**config.mk**
```make
export PLATFORM = sky130hd
export DESIGN_NAME = gpio_grp
export DESIGN_NICKNAME = d
export VERILOG_FILES = /design/src/verilog/gpio_grp_pkg.sv /design/src/verilog/gpio_grp.sv
export SDC_FILE = /design/constraint.sdc
export NUM_CORES = 1
export LEC_CHECK = 0
export ABC_AREA = 1
export BUFFER_PORTS_ARGS = -buffer_cell sky130_fd_sc_hd__buf_2
export CELL_PAD_IN_SITES_DETAIL_PLACEMENT = 1
export CELL_PAD_IN_SITES_GLOBAL_PLACEMENT = 2
export CORE_ASPECT_RATIO = 0.8
export CORE_MARGIN = 2
export CORE_UTILIZATION = 32
export CTS_CLUSTER_DIAMETER = 100
export DETAILED_ROUTE_END_ITERATION = 6
export PLACE_DENSITY = 0.86
export SLEW_MARGIN = 40
export SYNTH_ARGS = -nofsm -noshare
export SYNTH_HDL_FRONTEND = slang
export SYNTH_SLANG_ARGS = --single-unit
```
**constraint.sdc**
```tcl
create_clock -name SYS_CLK_I -period 2.4 [get_ports SYS_CLK_I]
set_clock_uncertainty 0.15 [all_clocks]
set_input_delay 0.12 -clock SYS_CLK_I [delete_from_list [all_inputs] [get_ports SYS_CLK_I]]
set_output_delay 0.12 -clock SYS_CLK_I [all_outputs]
set_load 0.005 [all_outputs]
```
**src/verilog/gpio_grp_pkg.sv**
```systemverilog
// Constants and carrier types for the pin configuration group 2.1-3.2.
// Assumes a single 50 MHz clock and an 8-bit register port.
package gpio_grp_pkg;

    localparam int NPIN = 9;

    // Pin slots in the configuration array.
    localparam int P21 = 0;
    localparam int P22 = 1;
    localparam int P24 = 2;
    localparam int P25 = 3;
    localparam int P26 = 4;
    localparam int P27 = 5;
    localparam int P30 = 6;
    localparam int P31 = 7;
    localparam int P32 = 8;

    // Register offsets.
    localparam logic [7:0] CFG_OFS [NPIN] = '{
        8'h2c, 8'h2d, 8'h2f, 8'h30, 8'h31, 8'h32, 8'h33, 8'h34, 8'h35
    };
    localparam logic [7:0] OFS_RSVD = 8'h2e;
    localparam logic [7:0] OFS_DATA_LO = 8'h40;
    localparam logic [7:0] OFS_DATA_HI = 8'h41;
    localparam logic [7:0] OFS_IRQ_STAT = 8'h42;
    localparam logic [7:0] OFS_IRQ_MASK = 8'h43;

    // Writable bits; reserved bits are never stored and read as zero.
    localparam logic [7:0] CFG_WMASK [NPIN] = '{
        8'h8f, 8'h8f, 8'h83, 8'h87, 8'h87, 8'h87, 8'h87, 8'h87, 8'h87
    };

    // Field positions inside a configuration byte.
    localparam int BIT_DIR = 0;
    localparam int BIT_POL = 1;
    localparam int BIT_ALT = 2;
    localparam int BIT_SEL_HI = 3;
    localparam int BIT_OD = 7;

    // Two-bit alternate select codes.
    localparam logic [1:0] SEL_GPIO = 2'h0;
    localparam logic [1:0] SEL_KBC = 2'h1;
    localparam logic [1:0] SEL_EDGE = 2'h2;
    localparam logic [1:0] SEL_FLOPPY = 2'h3;

    // Reset values.
    localparam logic [7:0] CFG_RESET = 8'h01;
    localparam logic [7:0] FAN_MAIN_RESET = 8'h00;
    localparam logic [8:0] DATA_RESET = 9'h000;

    // Interrupt status and mask layout.
    localparam int IRQ_W = 2;
    localparam int IRQ_EDGE0 = 0;
    localparam int IRQ_EDGE1 = 1;
    localparam logic [1:0] IRQ_RESET = 2'h0;

    // Values that internal peripherals want driven onto the pins.
    typedef struct packed {
        logic floppy_drive_select_1;
        logic floppy_motor_select_1;
        logic kbc_port_pin_1_6;
        logic kbc_port_pin_1_2;
        logic music_serial_output;
        logic system_mgmt_interrupt_out;
        logic fan_output_2;
    } alt_drive_s;

    // Pin levels delivered to internal peripherals.
    typedef struct packed {
        logic kbc_port_pin_1_6;
        logic kbc_port_pin_1_2;
        logic music_serial_input;
        logic tachometer_input_2;
        logic tachometer_input_1;
    } alt_sense_s;

endpackage

```
**src/verilog/gpio_grp.sv**
```systemverilog
// Pin configuration and pad drive for pins 2.1-3.2, either-edge interrupts for pins 2.1 and 2.2.
// Assumes pad inputs and peripheral signals are synchronous to SYS_CLK_I.
`timescale 1ns/1ps
`default_nettype none

module gpio_grp (
    // Clock and resets
    input wire logic SYS_CLK_I,
    input wire logic SYS_RST_I,
    input wire logic MAIN_RST_I,
    // Register port
    input wire logic [7:0] REG_ADDR_I,
    input wire logic [7:0] REG_WDATA_I,
    input wire logic REG_WR_I,
    input wire logic REG_RD_I,
    output logic [7:0] REG_RDATA_O,
    // Pads
    input wire logic [8:0] PAD_DATA_I,
    output logic [8:0] PAD_DATA_O,
    output logic [8:0] PAD_OE_O,
    // Alternate-function peripherals
    input wire gpio_grp_pkg::alt_drive_s ALT_DRIVE_I,
    output gpio_grp_pkg::alt_sense_s ALT_SENSE_O,
    // Interrupt
    output logic IRQ_O
);

    // Returns the configuration slot for an address, or NPIN if none.
    function automatic logic [3:0] cfg_index(input logic [7:0] a);
        logic [3:0] r;
        r = 4'(gpio_grp_pkg::NPIN);
        for (int i = 0; i < gpio_grp_pkg::NPIN; i++) begin
            if (a == gpio_grp_pkg::CFG_OFS[i]) begin
                r = 4'(i);
            end
        end
        return r;
    endfunction

    // Two-bit alternate select of a configuration byte.
    function automatic logic [1:0] sel_of(input logic [7:0] c);
        return c[gpio_grp_pkg::BIT_SEL_HI:gpio_grp_pkg::BIT_ALT];
    endfunction

    logic [7:0] cfg_q [gpio_grp_pkg::NPIN];
    logic [8:0] data_out_q;
    logic [8:0] in_prev_q;
    logic [gpio_grp_pkg::IRQ_W-1:0] stat_q;
    logic [gpio_grp_pkg::IRQ_W-1:0] mask_q;
    logic [gpio_grp_pkg::IRQ_W-1:0] edge_evt;
    logic [gpio_grp_pkg::IRQ_W-1:0] stat_clr;
    logic [7:0] rdata_d;
    logic [8:0] pol;
    logic [8:0] in_val;
    logic [8:0] drv_val;
    logic [8:0] drv_en;
    logic [8:0] pad_val;
    logic [3:0] wr_idx;
    logic [3:0] rd_idx;
    logic [1:0] sel21;
    logic [1:0] sel22;

    assign wr_idx = cfg_index(REG_ADDR_I);
    assign rd_idx = wr_idx;
    assign sel21 = sel_of(cfg_q[gpio_grp_pkg::P21]);
    assign sel22 = sel_of(cfg_q[gpio_grp_pkg::P22]);

    // Configuration registers, one per pin.
    for (genvar g = 0; g < gpio_grp_pkg::NPIN; g++) begin : g_cfg
        always_ff @(posedge SYS_CLK_I) begin
            if (SYS_RST_I) begin
                cfg_q[g] <= gpio_grp_pkg::CFG_RESET;
            end else if (g == gpio_grp_pkg::P32 && MAIN_RST_I) begin
                cfg_q[g] <= gpio_grp_pkg::FAN_MAIN_RESET;
            end else if (REG_WR_I && wr_idx == 4'(g)) begin
                // Reserved bits are dropped here, so they read as zero.
                cfg_q[g] <= REG_WDATA_I &
                    gpio_grp_pkg::CFG_WMASK[g];
            end
        end
        assign pol[g] = cfg_q[g][gpio_grp_pkg::BIT_POL];
    end

    // Pin levels as seen by the register logic.
    assign in_val = PAD_DATA_I ^ pol;

    // GPIO output latch, split over two byte registers.
    always_ff @(posedge SYS_CLK_I) begin
        if (SYS_RST_I) begin
            data_out_q <= gpio_grp_pkg::DATA_RESET;
        end else if (REG_WR_I) begin
            if (REG_ADDR_I == gpio_grp_pkg::OFS_DATA_LO) begin
                data_out_q[7:0] <= REG_WDATA_I;
            end else if (REG_ADDR_I == gpio_grp_pkg::OFS_DATA_HI) begin
                data_out_q[8] <= REG_WDATA_I[0];
            end
        end
    end

    // Drive selection. Alternate outputs own the pin regardless of the
    // direction bit, since the peripheral cannot work otherwise.
    always_comb begin
        for (int i = 0; i < gpio_grp_pkg::NPIN; i++) begin
            drv_val[i] = data_out_q[i];
            drv_en[i] = ~cfg_q[i][gpio_grp_pkg::BIT_DIR];
        end
        case (sel21)
            gpio_grp_pkg::SEL_FLOPPY: begin
                drv_val[gpio_grp_pkg::P21] = ALT_DRIVE_I.floppy_drive_select_1;
                drv_en[gpio_grp_pkg::P21] = 1'b1;
            end
            gpio_grp_pkg::SEL_EDGE: begin
                drv_en[gpio_grp_pkg::P21] = 1'b0;
            end
            gpio_grp_pkg::SEL_KBC: begin
                drv_val[gpio_grp_pkg::P21] = ALT_DRIVE_I.kbc_port_pin_1_6;
                drv_en[gpio_grp_pkg::P21] = 1'b1;
            end
            default: begin
            end
        endcase
        case (sel22)
            gpio_grp_pkg::SEL_FLOPPY: begin
                drv_val[gpio_grp_pkg::P22] = ALT_DRIVE_I.floppy_motor_select_1;
                drv_en[gpio_grp_pkg::P22] = 1'b1;
            end
            gpio_grp_pkg::SEL_EDGE: begin
                drv_en[gpio_grp_pkg::P22] = 1'b0;
            end
            gpio_grp_pkg::SEL_KBC: begin
                drv_val[gpio_grp_pkg::P22] = ALT_DRIVE_I.kbc_port_pin_1_2;
                drv_en[gpio_grp_pkg::P22] = 1'b1;
            end
            default: begin
            end
        endcase
        // Pin 2.4 keeps the plain GPIO drive set above.
        if (cfg_q[gpio_grp_pkg::P25][gpio_grp_pkg::BIT_ALT]) begin
            drv_en[gpio_grp_pkg::P25] = 1'b0;
        end
        if (cfg_q[gpio_grp_pkg::P26][gpio_grp_pkg::BIT_ALT]) begin
            drv_val[gpio_grp_pkg::P26] = ALT_DRIVE_I.music_serial_output;
            drv_en[gpio_grp_pkg::P26] = 1'b1;
        end
        if (cfg_q[gpio_grp_pkg::P27][gpio_grp_pkg::BIT_ALT]) begin
            drv_val[gpio_grp_pkg::P27] =
                ALT_DRIVE_I.system_mgmt_interrupt_out;
            drv_en[gpio_grp_pkg::P27] = 1'b1;
        end
        if (cfg_q[gpio_grp_pkg::P30][gpio_grp_pkg::BIT_ALT]) begin
            drv_en[gpio_grp_pkg::P30] = 1'b0;
        end
        if (cfg_q[gpio_grp_pkg::P31][gpio_grp_pkg::BIT_ALT]) begin
            drv_en[gpio_grp_pkg::P31] = 1'b0;
        end
        if (cfg_q[gpio_grp_pkg::P32][gpio_grp_pkg::BIT_ALT]) begin
            drv_val[gpio_grp_pkg::P32] = ALT_DRIVE_I.fan_output_2;
            drv_en[gpio_grp_pkg::P32] = 1'b1;
        end
    end

    assign pad_val = drv_val ^ pol;

    // Pad outputs are registered. An open-drain pin only pulls low and
    // releases the line for a high level.
    for (genvar g = 0; g < gpio_grp_pkg::NPIN; g++) begin : g_pad
        always_ff @(posedge SYS_CLK_I) begin
            if (SYS_RST_I) begin
                PAD_DATA_O[g] <= 1'b0;
                PAD_OE_O[g] <= 1'b0;
            end else begin
                PAD_DATA_O[g] <= pad_val[g];
                PAD_OE_O[g] <= drv_en[g] &
                    (~cfg_q[g][gpio_grp_pkg::BIT_OD] | ~pad_val[g]);
            end
        end
    end

    // Pin levels handed to the peripherals; idle high when not selected.
    always_ff @(posedge SYS_CLK_I) begin
        if (SYS_RST_I) begin
            ALT_SENSE_O <= '1;
        end else begin
            ALT_SENSE_O.kbc_port_pin_1_6 <=
                (sel21 == gpio_grp_pkg::SEL_KBC) ?
                in_val[gpio_grp_pkg::P21] : 1'b1;
            ALT_SENSE_O.kbc_port_pin_1_2 <=
                (sel22 == gpio_grp_pkg::SEL_KBC) ?
                in_val[gpio_grp_pkg::P22] : 1'b1;
            ALT_SENSE_O.music_serial_input <=
                cfg_q[gpio_grp_pkg::P25][gpio_grp_pkg::BIT_ALT] ?
                in_val[gpio_grp_pkg::P25] : 1'b1;
            ALT_SENSE_O.tachometer_input_2 <=
                cfg_q[gpio_grp_pkg::P30][gpio_grp_pkg::BIT_ALT] ?
                in_val[gpio_grp_pkg::P30] : 1'b1;
            ALT_SENSE_O.tachometer_input_1 <=
                cfg_q[gpio_grp_pkg::P31][gpio_grp_pkg::BIT_ALT] ?
                in_val[gpio_grp_pkg::P31] : 1'b1;
        end
    end

    // Previous pin levels for edge detection.
    always_ff @(posedge SYS_CLK_I) begin
        if (SYS_RST_I) begin
            // Idle pads read high through their pull-ups, so start there.
            in_prev_q <= '1;
        end else begin
            in_prev_q <= in_val;
        end
    end

    // Either edge counts. The first cycle after selecting the mode may
    // report a spurious edge if the pin differs from its old level.
    assign edge_evt[gpio_grp_pkg::IRQ_EDGE0] =
        (sel21 == gpio_grp_pkg::SEL_EDGE) &
        (in_val[gpio_grp_pkg::P21] ^ in_prev_q[gpio_grp_pkg::P21]);
    assign edge_evt[gpio_grp_pkg::IRQ_EDGE1] =
        (sel22 == gpio_grp_pkg::SEL_EDGE) &
        (in_val[gpio_grp_pkg::P22] ^ in_prev_q[gpio_grp_pkg::P22]);

    assign stat_clr = (REG_WR_I &&
        REG_ADDR_I == gpio_grp_pkg::OFS_IRQ_STAT) ?
        REG_WDATA_I[gpio_grp_pkg::IRQ_W-1:0] : '0;

    // Sticky status: a new edge wins over a clear in the same cycle.
    always_ff @(posedge SYS_CLK_I) begin
        if (SYS_RST_I) begin
            stat_q <= gpio_grp_pkg::IRQ_RESET;
        end else begin
            stat_q <= (stat_q & ~stat_clr) | edge_evt;
        end
    end

    always_ff @(posedge SYS_CLK_I) begin
        if (SYS_RST_I) begin
            mask_q <= gpio_grp_pkg::IRQ_RESET;
        end else if (REG_WR_I &&
            REG_ADDR_I == gpio_grp_pkg::OFS_IRQ_MASK) begin
            mask_q <= REG_WDATA_I[gpio_grp_pkg::IRQ_W-1:0];
        end
    end

    always_ff @(posedge SYS_CLK_I) begin
        if (SYS_RST_I) begin
            IRQ_O <= 1'b0;
        end else begin
            IRQ_O <= |(stat_q & mask_q);
        end
    end

    // Read multiplexer; unmapped offsets and the hole at 2E give zero.
    always_comb begin
        rdata_d = 8'h00;
        if (rd_idx < 4'(gpio_grp_pkg::NPIN)) begin
            rdata_d = cfg_q[rd_idx];
        end else begin
            case (REG_ADDR_I)
                gpio_grp_pkg::OFS_RSVD: rdata_d = 8'h00;
                gpio_grp_pkg::OFS_DATA_LO: rdata_d = in_val[7:0];
                gpio_grp_pkg::OFS_DATA_HI: rdata_d = {7'h00, in_val[8]};
                gpio_grp_pkg::OFS_IRQ_STAT: rdata_d = {6'h00, stat_q};
                gpio_grp_pkg::OFS_IRQ_MASK: rdata_d = {6'h00, mask_q};
                default: rdata_d = 8'h00;
            endcase
        end
    end

    // Read data stands only in the cycle after the strobe.
    always_ff @(posedge SYS_CLK_I) begin
        if (SYS_RST_I) begin
            REG_RDATA_O <= 8'h00;
        end else if (REG_RD_I) begin
            REG_RDATA_O <= rdata_d;
        end else begin
            REG_RDATA_O <= 8'h00;
        end
    end

endmodule // gpio_grp

`default_nettype wire

```
== Yosys cells after proc, flatten, opt, wreduce, memory -nomap -nowiden ==
Memories as Yosys holds them, arrays and structs flattened.
Cells that the tools add are included.
Word-level totals
  flip-flop bits (word level): 47
  latch bits: 0
  RAM bits: 45
  bits in read-only memories: 0
  input bits: 37
  output and inout port bits: 32
  logic and storage cells: 222
  memories: 1
Memory list
  cfg_q: depth 9, bits a word 5, rd ports 10, clocked after memory_dff 0, write ports 9, RTL line gpio_grp.sv:45  | logic [7:0] cfg_q [gpio_grp_pkg::NPIN];
Cells by class
  add/subtract/negate cells: 0
  multiply operators: 0
  divide/modulo/power cells: 0
  $lt $le $gt $ge: 1
  eq/ne operators: 27
  shift-type cells: 0
  multiplexer cells: 68
  bitwise gates (word level): 72
  reduce and logical (&&, ||, !) cells: 23
Operators with widths (number)
  $eq 8x6->1 const B: 9
  $mux 5: 10
  $mux 1: 42
  $mux 4: 9
  $not 1->1: 34
  $eq 8x7->1 const B: 4
  $pmux 8 s4: 1
  $or 1x1->1: 19
  $reduce_or 2->1: 9
  $xor 9x9->9: 2
  $eq 4x3->1 const B: 4
  $and 1x1->1: 11
  $logic_and 1x1->1: 11
  $eq 2x2->1 const B: 4
  $eq 4x2->1 const B: 2
  $mux 8: 1
  $pmux 1 s2: 4
  $and 2x2->2: 2
  $eq 2x1->1 const B: 2
  $eq 4x1->1 const B: 1
  $eq 4x4->1 const B: 1
  $logic_not 4->1: 1
  $lt 4x4->1 const B: 1
  $reduce_and 3->1: 1
  other kinds (5): 6

== Depth between registers and ports, before layout ==
  depth in word-level cells: 17
  mapped depth: 15
  gate-level depth less buffers: 14

== Worst setup path after synthesis ==
No wires, ideal clock.
  kind: input to register
  start: input port REG_ADDR_I[5]
  end: memory cfg_q[1][0] in the netlist's numbering (enable)
  library setup time: 0.374 ns
  arrival: 1.284 ns
  data required time: 1.876 ns
  path slack: 0.592 ns
  stages on the path: 9
  buffers on the path: 0
  cells stage by stage: nand2_2 -> inv_1 -> nand2_2 -> nor2_2 -> nor2_2 -> nand2_4 -> nor2_4 -> inv_1 -> o21ai_0
RTL lines
  from (decl): RTL line gpio_grp.sv:12  | input wire logic [7:0] REG_ADDR_I,
  to (decl): RTL line gpio_grp.sv:45

==> results.yml <==
run_status:
  status: "finished, final reports clean"
critical_path:
  crit_required_ns: 2.49
  cp_cell_sequence: "xnor2_1 > o21ai_0 > a211oi_1 > nand3_1 > nand2_1 > inv_1"
  rr_worst_depth: 6
  r2r-start: "cfg_q[1][1]"
  cp.arrival_ns: 1.93
  end_kind: "register"
  timing.rr.end: "REG_RDATA_O[1]"
  crit_path_max_incr_delay_ns: 0.48
  critPathTopFamily: "flip-flops"
  reg2reg_slack_ns: 0.56
  critPathKind: "register to register"
  cp_max_fo: 4
  startpoint_type: "register"
  crit_slowest_cell: "edfxtp_1"
  crit_buf_inv: 1
pwr:
  ir_worst_vdd_mv: 0.399
  power.internal_mw: 2.53
  clkPwrFrac_pct: 42.5
  power_density_nw_per_um2: 665
  p_seq_share_pct: 48.4
  p_leak_nw: 2.21
  p_sw_share_pct: 23.3
  p_sw_uw: 768
  pwr-share-comb_pct: 9.0
sta:
  finalCritPeriodShare_pct: 76.6
  tightest_slew_ns: 0.661
  max_slew_margin_pct: 55.4
  period_needed_ns: 1.84
  max_freq_mhz: 544
  slew_violations: 0
  fin_tns_setup_ns: 0
  hold_viol: 0
  setup_viol: 0
  rsz0062_at_grt: "no"
logic_synthesis:
  synth_edf_count: 37
  synth-main-ff-cell: "dfxtp_1"
  synth_top_area_cell: "edfxtp_1"
  muxShareOfSynthArea_pct: 0
  syn-cell-area_um2: 3980
  synthArstFlopShare_pct: 0
  synth_top_area_share_pct: 27.9
  seq_area_frac_synth_pct: 51.6
  synth_xor_area_share_pct: 3.96
  avgSynthCellArea_um2: 8.22
  synth-compound-area-share_pct: 9.06
  yosys.area_share.adder_pct: 0
  synthMostInstantiatedCell: "nand2_1"
  synth_nets: 521
  synth_area_leaders: "edfxtp_1 (28%), dfxtp_1 (24%), nand2_1 (7.8%)"
  synthSimpleGateAreaFrac_pct: 26.3
  ys.warnings.count: 0
  ys_ff_latch: 84
  synth.distinct_cells: 36
  synth_top_family_by_area: "simple AND/OR/NAND/NOR gates"
  synthTopCellsByCount: "nand2_1 (83), inv_1 (65), nor2_1 (65)"
  synthCells: 484
cts:
  root_buffer: "clkbuf_16"
  cts_sinks: 84
  htreeDepth: 3
  clk_latency_ns: 0.34
  cts_inserted_buffers: 9
  clk_pin_slew_ns: 0.06
  clk_path_buf_depth: 2
  cts_tree: "done"
floorplanning:
  rows: 36
  die-area_um2: 13300
  core_region_area_um2: 12200
  die_y_um: 104
  dieWidth_um: 129
  pin_count: 69
  start_util_pct: 32.7
final_layout:
  antenna_cells: 0
  ff_latch_area_um2: 2050
  layout-drive-gt1-share_pct: 22.0
  multiInputGateArea_um2: 1570
  layout.nets: 613
  syn2layout_area_growth_pct: 24.8
  fill_cells: 1491
  final_area_um2: 4960
global_routing:
  grt_max_degree: 29
  antenna_found_initial: 0
  grt_pass1_vias: 3724
  grt_overflow: 0
  grt_pass1_wl_mm: 20.2
  grt_use_total_pct: 20.1
detailed_routing:
  wl_mm: 12.5
  vias: 3534
  viasPerCell: 4.82
  drtIter0Drc: 221
  ant_nets: 0
  drtPass1Iterations: 4
  wl_per_cell_um: 17.1
  drc_errors: 0
placement:
  placed_area_um2: 4520
  gp_congestion: 0.903
  place_hpwl_mm: 9.42
  port_buffers: 68
hold_path:
  min_to: "mask_q[0]"
  hold_depth: 3
  hold_class: "input port to register"
  min-delay-start: "REG_WR_I"
run:
  cap_violations: 0
-- timing repair --
| action | 4_1_cts | 5_1_grt |
|---|---|---|
| resized for setup | 0 | 0 |
| buffers inserted | 0 | 0 |
| hold buffers | 14 | 0 |
| hold endpoints to repair | 19 | 0 |
-- layout by cell type, fill, tap and decap left out, drive strengths merged --
cell type     n
nand2        92
buf          78
inv          75
nor2         74
dfxtp        47
edfxtp       37
nand3        37
o21ai        33
a21oi        22
xnor2        17
clkbuf       16
dlygate4sd3  14
nand4        10
nor3         10
clkinv        4
o22ai         3
or2           3
a211oi        2
o211ai        2
o221ai        2
o21bai        1
o31ai         1
xor2          1
-- area by class of cell --
type	count	area share, %
sequential	84	41.3
multi-input combinational	310	31.5
timing repair buffer	92	11.2
clock buffer	16	6.13
inverter	79	5.97
tap	152	3.83
-- how the worst max path moves through the flow --
stage	start	to	slack (ns)	cells past startpoint
after floorplan	REG_ADDR_I[5]	cfg_q[1][0]	0.59	9
after global placement	REG_ADDR_I[6]	cfg_q[1][2]	0.44	10
after detailed placement	REG_ADDR_I[6]	cfg_q[1][2]	0.39	10
after CTS	cfg_q[1][1]	REG_RDATA_O[1]	0.54	6
after global routing	cfg_q[1][1]	REG_RDATA_O[1]	0.40	6
final	cfg_q[1][1]	REG_RDATA_O[1]	0.56	6
-- metrics by stage --
stage | hold WS [ns] | instances | worst slack (ns) | utilization [%] | power, mW
after floorplan | 0.101 | 484 | 0.592 | - | 1.77
after global placement | 0.203 | 703 | 0.440 | 37.2 | 1.90
after detailed placement | 0.215 | 703 | 0.393 | 37.2 | 1.91
after CTS | 0.000773 | 733 | 0.543 | 40.8 | 3.34
after global routing | 0.0225 | 733 | 0.404 | 40.8 | 3.43
final | 0.00498 | 733 | 0.561 | 40.8 | 3.30
-- logic make-up (layout without fill, tap and decap cells) --
group	after synthesis	count (layout)
and+or+nand+nor	226	226
buffers and inverters	90	187
DFF	84	84
AOI/OAI and AO/OA	66	66
xor gates and xnor gates	18	18
-- registers in the layout, indices dropped and copies added, names as in the netlist --
signal and flops:
ALT_SENSE_O 5, IRQ_O 1, PAD_DATA_O 9, PAD_OE_O 9
REG_RDATA_O 8, cfg_q 37, data_out_q 9, in_prev_q 2
mask_q 2, stat_q 2
-- metal layers --
layer	share of wire [%]	wire length (um)	track usage [%]	vias up
met5	0	0	0	-
met4	1.6	195	5.67	0
met3	5.0	629	3.77	17
met2	45	5630	31.6	85
met1	48	6060	28.0	1688
li1	-	-	-	1744
-- worst register-to-register path, cell delays in order (launching register included) --
cell and delay [ns]:
edfxtp_1 0.48, xnor2_1 0.42, o21ai_0 0.17, a211oi_1 0.28, nand3_1 0.11, nand2_1 0.09
inv_1 0.04
-- power by group through the flow --
stage / Sequential (mW) / Combinational [mW] / Clock, mW
2_1_floorplan: 1.62 / 0.151 / 0
3_3_place_gp: 1.63 / 0.275 / 0
3_5_place_dp: 1.63 / 0.282 / 0
4_1_cts: 1.60 / 0.301 / 1.44
5_1_grt: 1.60 / 0.336 / 1.49
6_report: 1.60 / 0.298 / 1.40
No activity file was read; power rests on OpenSTA's default activity.
